`config.mk`:
```
export PLATFORM = sky130hd
export DESIGN_NAME = bss_top
export DESIGN_NICKNAME = d
export VERILOG_FILES = /design/src/include/bss_pkg.sv /design/src/bss_top.sv /design/src/bss_tick_div.sv
export SDC_FILE = /design/constraint.sdc
export NUM_CORES = 1
export LEC_CHECK = 0
export ABC_AREA = 0
export BUFFER_PORTS_ARGS = -buffer_cell sky130_fd_sc_hd__buf_2
export CAP_MARGIN = 20
export CORE_ASPECT_RATIO = 0.9
export CORE_UTILIZATION = 50
export CTS_BUF_LIST = sky130_fd_sc_hd__clkbuf_4 sky130_fd_sc_hd__clkbuf_8
export CTS_CLUSTER_SIZE = 8
export DETAILED_ROUTE_END_ITERATION = 7
export PLACE_DENSITY_LB_ADDON = 0.2
export REMOVE_ABC_BUFFERS = 1
export SYNTH_ARGS = -nofsm -noshare
export SYNTH_HDL_FRONTEND = slang
export SYNTH_HIERARCHICAL = 1
export SYNTH_SLANG_ARGS = --single-unit
```
`constraint.sdc`:
```
create_clock -name I_REF_CLK -period 2.7 [get_ports I_REF_CLK]
set_input_delay 0.405 -clock I_REF_CLK [delete_from_list [all_inputs] [get_ports I_REF_CLK]]
set_output_delay 0.405 -clock I_REF_CLK [all_outputs]
set_load 0.02 [all_outputs]
```
`src/include/bss_pkg.sv`:
```
package bss_pkg;
    localparam int unsigned REF_CLK_HZ    = 10_000_000;
    localparam int unsigned CONV_CLK_HZ   = 32_000;
    localparam int unsigned CONV_DIV      = REF_CLK_HZ / CONV_CLK_HZ;
    localparam int unsigned TICKS_PER_SMP = 2;
    localparam int unsigned CNT_W         = 8;
    localparam int unsigned UPPER_BASE    = 6;
    localparam int unsigned RATIO_SHIFT   = 5;

    typedef enum logic [1:0] {
        BSS_RES_10,
        BSS_RES_12,
        BSS_RES_14,
        BSS_RES_16
    } bss_res_t;

    typedef enum logic [1:0] {
        BSS_RATIO_1_32,
        BSS_RATIO_1_16,
        BSS_RATIO_1_8,
        BSS_RATIO_1_4
    } bss_ratio_t;

    localparam bss_ratio_t RATIO_RESET = BSS_RATIO_1_16;

    typedef enum logic [1:0] {
        BSS_IDLE,
        BSS_UPPER,
        BSS_LOWER
    } bss_state_t;
endpackage : bss_pkg

```
`src/bss_top.sv`:
```
// Notes on behaviour
// conversion split, upper/lower widths follow resolution
// with mode select low, bridge powered only during upper stage
// each bridge sample lasts two clocks
// samples equal two^upper times supply ratio
// with mode select low, bridge-on time is samples times two clocks
// ratio setting, four choices, resets to 1/16
// reset input is active high
// serial output driven or released to high-z
// mode select input holds bridge on continuously
// host supplies 8 ms programming pulse externally
// sample counter cleared at start, compared at end
module bss_top #(
    parameter int unsigned DIV = bss_pkg::CONV_DIV
) (
    input  wire logic       I_REF_CLK,
    input  wire logic       I_SYS_RST,
    input  wire logic       I_START,
    input  wire logic [1:0] I_RESOLUTION,
    input  wire logic       I_RATIO_WR,
    input  wire logic [1:0] I_SUPPLY_RATIO_SETTING,
    input  wire logic       I_BRIDGE_MODE_SELECT,
    input  wire logic       I_SDO_DATA,
    input  wire logic       I_SDO_ENABLE,
    output logic            O_BRIDGE_SUPPLY,
    output logic            O_UPPER_STAGE,
    output logic            O_LOWER_STAGE,
    output logic            O_BUSY,
    output logic            O_DONE,
    output logic [3:0]      O_UPPER_WIDTH,
    output logic [3:0]      O_LOWER_WIDTH,
    output logic [1:0]      O_RATIO,
    output logic            O_SDO,
    output logic            O_SDO_OE
);
    typedef struct packed {
        bss_pkg::bss_state_t               state;
        bss_pkg::bss_ratio_t               ratio;
        bss_pkg::bss_ratio_t               run_ratio;
        logic [1:0]                        res;
        logic [bss_pkg::CNT_W-1:0]         smp;
        logic                              phase;
        logic [3:0]                        lcnt;
        logic                              supply;
        logic                              upper;
        logic                              lower;
        logic                              busy;
        logic [3:0]                        uw;
        logic [3:0]                        lw;
        logic                              done;
        logic                              sdo;
        logic                              sdo_oe;
    } bss_st_t;

    bss_st_t st;
    bss_st_t next_st;
    logic    tick;

    // one phase bit per sample: only a two-tick sample fits
    if (bss_pkg::TICKS_PER_SMP != 2) begin : g_tick_check
        $error("bss_top: TICKS_PER_SMP must be 2");
    end
    // largest sample target is 128
    if (bss_pkg::CNT_W < 8) begin : g_cnt_check
        $error("bss_top: CNT_W too narrow");
    end
    if (DIV < 2 || DIV > 65535) begin : g_div_check
        $error("bss_top: DIV out of range");
    end

    function automatic logic [3:0] upper_width(input logic [1:0] res);
        upper_width = 4'(bss_pkg::UPPER_BASE) + {2'b00, res};
    endfunction : upper_width

    // one less than the upper width at every resolution
    function automatic logic [3:0] lower_width(input logic [1:0] res);
        lower_width = upper_width(res) - 4'h1;
    endfunction : lower_width

    // 2^upper * 2^(ratio-5): always a power of two from 2 to 128
    function automatic logic [bss_pkg::CNT_W-1:0] sample_target(input logic [1:0] res,
                                                                input logic [1:0] ratio);
        logic [3:0] sh;
        sh = upper_width(res) + {2'b00, ratio} - 4'(bss_pkg::RATIO_SHIFT);
        sample_target = bss_pkg::CNT_W'(1) << sh;
    endfunction : sample_target

    bss_tick_div #(
        .DIV (DIV)
    ) u_div (
        .i_clk     (I_REF_CLK),
        .i_rst     (I_SYS_RST),
        .i_restart (I_START && st.state == bss_pkg::BSS_IDLE),
        .o_tick    (tick)
    );

    always_comb begin
        next_st        = st;
        next_st.done   = 1'b0;
        next_st.sdo    = I_SDO_DATA;
        next_st.sdo_oe = I_SDO_ENABLE;
        // setting changes mid-conversion take effect at the next start
        if (I_RATIO_WR) begin
            next_st.ratio = bss_pkg::bss_ratio_t'(I_SUPPLY_RATIO_SETTING);
        end
        case (st.state)
            bss_pkg::BSS_IDLE: begin
                if (I_START) begin
                    next_st.state = bss_pkg::BSS_UPPER;
                    next_st.res   = I_RESOLUTION;
                    // latched so a write while busy cannot overshoot the target
                    next_st.run_ratio = st.ratio;
                    next_st.smp   = '0;
                    next_st.phase = 1'b0;
                end
            end
            bss_pkg::BSS_UPPER: begin
                if (tick) begin
                    next_st.phase = ~st.phase;
                    if (st.phase) begin
                        next_st.smp = st.smp + bss_pkg::CNT_W'(1);
                        if (next_st.smp == sample_target(st.res, st.run_ratio)) begin
                            next_st.state = bss_pkg::BSS_LOWER;
                            next_st.lcnt  = lower_width(st.res);
                        end
                    end
                end
            end
            bss_pkg::BSS_LOWER: begin
                if (tick) begin
                    if (st.lcnt == 4'h1) begin
                        next_st.state = bss_pkg::BSS_IDLE;
                        next_st.done  = 1'b1;
                    end else begin
                        next_st.lcnt = st.lcnt - 4'h1;
                    end
                end
            end
            default: begin
                next_st.state = bss_pkg::BSS_IDLE;
            end
        endcase
        // static bridge mode trades power for settling; switched mode cuts lower stage
        next_st.supply = (next_st.state == bss_pkg::BSS_UPPER) || I_BRIDGE_MODE_SELECT;
        next_st.upper  = (next_st.state == bss_pkg::BSS_UPPER);
        next_st.lower  = (next_st.state == bss_pkg::BSS_LOWER);
        next_st.busy   = (next_st.state != bss_pkg::BSS_IDLE);
        next_st.uw     = upper_width(next_st.res);
        next_st.lw     = lower_width(next_st.res);
    end

    always_ff @(posedge I_REF_CLK or posedge I_SYS_RST) begin
        if (I_SYS_RST) begin
            st       <= '0;
            st.ratio <= bss_pkg::RATIO_RESET;
            st.run_ratio <= bss_pkg::RATIO_RESET;
            st.uw    <= 4'(bss_pkg::UPPER_BASE);
            st.lw    <= 4'(bss_pkg::UPPER_BASE) - 4'h1;
        end else begin
            st <= next_st;
        end
    end

    assign O_BRIDGE_SUPPLY = st.supply;
    assign O_UPPER_STAGE   = st.upper;
    assign O_LOWER_STAGE   = st.lower;
    assign O_BUSY          = st.busy;
    assign O_DONE          = st.done;
    assign O_UPPER_WIDTH   = st.uw;
    assign O_LOWER_WIDTH   = st.lw;
    assign O_RATIO         = st.ratio;
    assign O_SDO           = st.sdo;
    assign O_SDO_OE        = st.sdo_oe;
endmodule : bss_top

```
`src/bss_tick_div.sv`:
```
module bss_tick_div #(
    parameter int unsigned DIV = bss_pkg::CONV_DIV
) (
    input  wire logic i_clk,
    input  wire logic i_rst,
    input  wire logic i_restart,
    output logic      o_tick
);
    // counter is sixteen bits and a tick needs at least two states
    if (DIV < 2 || DIV > 65535) begin : g_div_range
        $error("bss_tick_div: DIV out of range");
    end

    typedef struct packed {
        logic [15:0] cnt;
        logic        tick;
    } bss_div_t;

    bss_div_t st;
    bss_div_t next_st;

    localparam logic [15:0] LAST = 16'(DIV - 1);

    always_comb begin
        next_st      = st;
        next_st.tick = 1'b0;
        // restart aligns the first tick to a full period after start
        if (i_restart) begin
            next_st.cnt = 16'h0000;
        end else if (st.cnt == LAST) begin
            next_st.cnt  = 16'h0000;
            next_st.tick = 1'b1;
        end else begin
            next_st.cnt = st.cnt + 16'h0001;
        end
    end

    always_ff @(posedge i_clk or posedge i_rst) begin
        if (i_rst) begin
            st <= '0;
        end else begin
            st <= next_st;
        end
    end

    assign o_tick = st.tick;
endmodule : bss_tick_div

```
-- After elaboration in Yosys (flattened, before gate mapping)
Cells that the tools add are included.
- $add $sub $neg: 9
- multiply operators: 0
- div/mod/pow operators: 0
- $lt $le $gt $ge: 0
- equality and inequality tests: 13
- shift operators: 1
- multiplexer cells: 24
- bitwise operators: 1
- reduce and logical (&&, ||, !) cells: 10
- operators by type and width (cell ; number):
    16-bit 2-to-1 mux ; 2
    9-bit case mux with 2 select lines ; 1
    16-bit by 1-bit adder with 16-bit output (second input constant) ; 1
    16-bit by 9-bit == test with 1-bit output (second input constant) ; 1
    4-bit 2-to-1 mux ; 4
    2-bit 2-to-1 mux ; 7
    13-bit 2-to-1 mux ; 1
    4-bit by 1-bit subtractor with 4-bit output (second input constant) ; 3
    11-bit 2-to-1 mux ; 1
    3-bit by 2-bit adder with 4-bit output (first input constant) ; 2
    8-bit by 1-bit adder with 8-bit output (second input constant) ; 1
    8-bit == test ; 1
    8-bit 2-to-1 mux ; 1
    2-bit inequality test (second input constant) ; 4
    4-bit case mux with 2 select lines ; 1
    1-bit by 4-bit left shift with 8-bit output (first input constant) ; 1
    2-bit case mux with 3 select lines ; 1
    6-bit AND reduction ; 1
    2-bit nonzero test ; 3
    1-bit 2-to-1 mux ; 5
    4-bit by 2-bit adder with 4-bit output ; 1
    2-bit by 1-bit == test with 1-bit output (second input constant) ; 2
    2-bit == test (second input constant) ; 2
    4-bit by 1-bit == test with 1-bit output (second input constant) ; 1
    other kinds (9) ; 10
- flip-flop bits (word level): 53
- latch bits: 0
- RAM bits: 0
- bits in read-only memories: 0
- input port bits: 11
- output and inout bits: 17
- word-level logic and storage cells: 76
- memories kept: 0

-- Logic depth before layout (Yosys ltp)
- word-level depth: 11
- gate-level depth with buffers: 12
- gate-level depth less buffers: 12

-- By module
Netlist, hierarchy kept.
- by module, submodules not included (module ; times used ; cells an instance ; area each (sq um) ; sequential area each (sq um)):
    bss_top ; 1 ; 228 ; 2069.5 ; 832.0
    bss_tick_div ; 1 ; 87 ; 850.8 ; 425.4

-- Worst setup path after synthesis
No wires, ideal clock.
- path type: register to register
- start point: register st[29] (netlist name)
- end point: register st[17] (netlist name)
- library setup time: 0.126 ns
- arrival time: 2.804 ns
- data required time: 2.574 ns
- slack: -0.230 ns
- stages on the path, launching flop included: 12
- path buffers: 0
- period minus slack after synthesis: 2.930 ns
- cell sequence: dfrtp_1 > ha_1 > inv_1 > ha_1 > ha_1 > or3b_4 > nand4b_1 > mux2i_1 > o32a_2 > nand4_2 > or2_4 > o311a_1
- cells in the longest elaborated chain, start to end: 7
- elaborated cells on any way between the ends: 12
- classes of those cells: add/sub (4); eq/ne (2); shift (1); mux (4); reduce/logical (1)
- RTL lines (item ; line ; text):
    start: declaration ; bss_top.sv:55 ; bss_st_t st;
    start signal: assignment ; bss_top.sv:160 ; st <= next_st;
    3-bit by 2-bit adder with 4-bit output * ; bss_top.sv:72 ; upper_width = 4'(bss_pkg::UPPER_BASE) + {2'b00, res};
    4-bit by 2-bit adder with 4-bit output ; bss_top.sv:84 ; sh = upper_width(res) + {2'b00, ratio} - 4'(bss_pkg::RATIO_SHIFT);
    4-bit by 3-bit subtractor with 4-bit output ; bss_top.sv:84 ;
    1-bit by 4-bit left shift with 8-bit output ; bss_top.sv:85 ; sample_target = bss_pkg::CNT_W'(1) << sh;
    8-bit == test ; bss_top.sv:122 ; if (next_st.smp == sample_target(st.res, st.run_ratio)) begin
    2-bit inequality test (no line) ; -- ;
    6-bit AND reduction (no line) ; -- ;
Mark *: on every way between the ends. The rest lies on a longest branch, timed or not. The select of a mux whose other input is x is not followed.
A chain may end at the register's enable or synchronous reset.

-- Worst setup path in the final report
- start point: register st[31] (netlist name)
- end point: register st[17] (netlist name)
- cells in the longest elaborated chain, start to end: 6
- RTL lines (item ; line):
    4-bit by 2-bit adder with 4-bit output ; bss_top.sv:84
    4-bit by 3-bit subtractor with 4-bit output ; bss_top.sv:84
    1-bit by 4-bit left shift with 8-bit output ; bss_top.sv:85
    8-bit == test ; bss_top.sv:122
    2-bit inequality test (no line) ; --
    6-bit AND reduction (no line) ; --
Every way passes these cells.

==> results.yml <==
placed_design:
  place_ws_ns: -0.3289
  port_buffers: 27
  dp_hpwl_mm: 4.297
  gp_congestion: 0.8925
power_and_ir_drop:
  power.leakage_nw: 1.396
  peakVddDrop_mv: 0.2663
  power_density_nw_per_um2: 379.2
sta:
  setup_viol: 9
  slew_headroom_pct: 57.39
  layout_worst_path_cycle_share_pct: 105.9
  finalHoldViolCount: 0
  tightest_slew_ns: 0.6384
  tns_ns: -1.048
  layout_min_cycle_time_ns: 2.860
  rsz0062_at_grt: "true"
  fmax_mhz: 349.6
  slew_viol_final: 0
  finClkSkew_ns: 0.01226
  fin_ws_ns: -0.1605
grt:
  grt_pass1_vias: 2195
  track_usage_pct: 21.98
  grt_antenna_before_repair: 0
  grt_overflow_total: 0
  grt_start_max_net_pins: 34
  grt_pass1_wl_mm: 10.07
cells_and_area:
  layout_common_cells: "45 x dfrtp_1, 35 x nor2_1, 27 x buf_2"
  syn2layout_area_growth_pct: 14.82
  mostFrequentLayoutCell: "dfrtp_1"
  drive_above_1_share_pct: 24.93
  diodes: 0
  fin_nets: 377
die:
  die_area_um2: 6150
  initial_utilization_pct: 51.59
  io-pin-count: 28
  die_h_um: 74.50
  rows: 26
  design.core.area_um2: 5660
  die_w_um: 82.56
clock_tree:
  clkTransAtPathRegs_ns: 0.10
  cts_tree: "done"
  numCtsBuffers: 5
  clk_latency_ns: 0.32
  ctsHtreeMaxLevel: 2
  cts_buffer_depth: 2
  root_buffer: "clkbuf_8"
  clock_sinks: 50
critical_path:
  crit_chain: "inv_2, ha_4, inv_2, ha_4, ha_4, or3b_4, nand4b_1, mux2i_1, o32a_2, nand4_4, or2_4, o311a_1"
  crit_fanout: 5
  endpoint_kind: "flop"
  path_common_cell: "ha_4"
  cp.arrival_ns: 3.07
  worstSetupPathType: "flop to flop"
  worstRegToRegCells: 12
  cp-start-kind: "flop"
  critical-path-slowest-cell: "or3b_4"
  slowest_delay_ns: 0.40
  crit_required_ns: 2.91
job:
  maxCapViolCount: 0
min_path:
  hold_path.class: "input port to async pin"
synthesis:
  ys_seq_area_share_pct: 43.06
  async_reset_ff_share_pct: 100.0
  syn_avg_cell_area_um2: 9.271
  yosys_warnings: 6
  synth-seq-cells: 50
  synth_area_um2: 2920
  ys_types: 60
  synth_cells: 315
  synth_flop_cell: "dfrtp_1"
  synth-edff-count: 0
status:
  violations: "negative setup slack"
  status: "finished, violations left"
route:
  drtIter0Drc: 113
  avgViaCountPerCell: 5.428
  drc: 0
  vias: 2296
  routed_wl_mm: 5.951
  wire_per_inst_um: 14.07
  postRouteAntennaNets: 0
  drt_first_pass_iters: 4
==> Yosys cell counts (2+ instances only) <==
master    instances  share of area [%]
mux2i_1           3                1.0
nand2b_1          7                1.5
nor2b_1           3               0.64
nor3_1            8                1.4
nand3_1          15                2.6
nor2_1           35                4.5
xnor2_1          15                4.5
ha_1             13                5.6
dfstp_2           5                4.5
nand2_1          26                3.3
buf_4            12                3.1
o21ai_0          20                3.4
mux2_2            2               0.77
nand4b_1          2               0.60
o221ai_1          2               0.60
nor4_1            4               0.86
clkbuf_1          5               0.64
xor2_1            3               0.90
nand4_1           7                1.5
inv_1            22                2.8
nand3b_1          2               0.51
dfrtp_1          45                 39
a21oi_1          13                2.2
or4b_1            2               0.69
or3_1             4               0.86
o311a_1           2               0.69
o31ai_1           5                1.3
==> critical path, delay by kind of cell, from the launching register on <==
family,cells,cell delay [ns]
simple gates,4,1.01
fa+ha+maj,3,0.56
compound gates,2,0.47
flops,1,0.38
mux,1,0.22
buf+inv,2,0.10
==> final cells by class <==
class,count,area (um^2)
Multi-Input combinational cell,222,1516
Clock inverter,3,28.78
Tap cell,70,87.58
Timing Repair Buffer,50,307.8
Fill cell,497,2307
Clock buffer,5,68.82
Inverter,23,86.33
Sequential cell,50,1257
==> metrics by stage <==
step | hold slack (ns) | utilization [%] | cells | area, um^2 | power [mW]
2_1_floorplan | 0.3311 | - | 295 | 2780 | 0.7916
3_3_place_gp | 0.4756 | 55.70 | 412 | 3153 | 0.8098
3_5_place_dp | 0.4896 | 55.70 | 412 | 3153 | 0.8108
4_1_cts | 0.1751 | 59.15 | 423 | 3348 | 1.290
5_1_grt | 0.1601 | 59.24 | 423 | 3353 | 1.320
6_report | 0.1640 | 59.24 | 423 | 3353 | 1.272
==> repair_timing <==
item | 4_1_cts | 5_1_grt
hold buffers | 0 | 0
setup buffers | 3 | 0
setup endpoints to repair | 9 | 9
pin swaps | 9 | 5
gates resized for setup | 18 | 1
==> path summary, 6_finish.rpt <==
path | startpoint | end | slack, ns
worst max-delay path | st[31]$_DFFE_PP0P_ | st[17]$_DFFE_PP0P_ | -0.16
min in group I_REF_CLK | I_SDO_ENABLE | O_SDO_OE$_DFF_PP0_ | 0.18
worst min-delay path | I_SYS_RST | u_div/st[6]$_DFF_PP0_ | 0.16
max in group asynchronous | I_SYS_RST | u_div/st[10]$_DFF_PP0_ | 2.12
worst min register to register | u_div/st[1]$_DFF_PP0_ | u_div/st[1]$_DFF_PP0_ | 0.50
worst max register to register | st[31]$_DFFE_PP0P_ | st[17]$_DFFE_PP0P_ | -0.16
==> routing by layer <==
| layer | vias to the layer above | GRT usage (%) | wire length (um) |
|---|---|---|---|
| li1 | 1156 | - | - |
| met1 | 1096 | 27.96 | 2750 |
| met2 | 38 | 38.02 | 2905 |
| met3 | 6 | 5.521 | 241 |
| met4 | 0 | 4.598 | 53 |
| met5 | - | 0 | 0 |
==> state kept, by name, indices dropped and copies added (netlist names), 2 cells and up <==
signal,count
st,18
u_div/st,16
O_LOWER_WIDTH,4
O_RATIO,2
O_UPPER_WIDTH,2
==> kinds of logic after synthesis <==
group,synth area share [%]
compound gates,12.47
flops,43.06
mux,1.799
fa+ha+maj,6.256
xor+xnor,5.399
simple gates,23.27
buf+inv,7.755
==> power by group <==
group          internal [mW]  total [mW]  switching, mW
Sequential             0.754       0.757        0.00262
Clock                  0.194       0.478          0.283
Combinational         0.0122      0.0370         0.0248
Note: power is estimated with default switching activity, not from simulation.
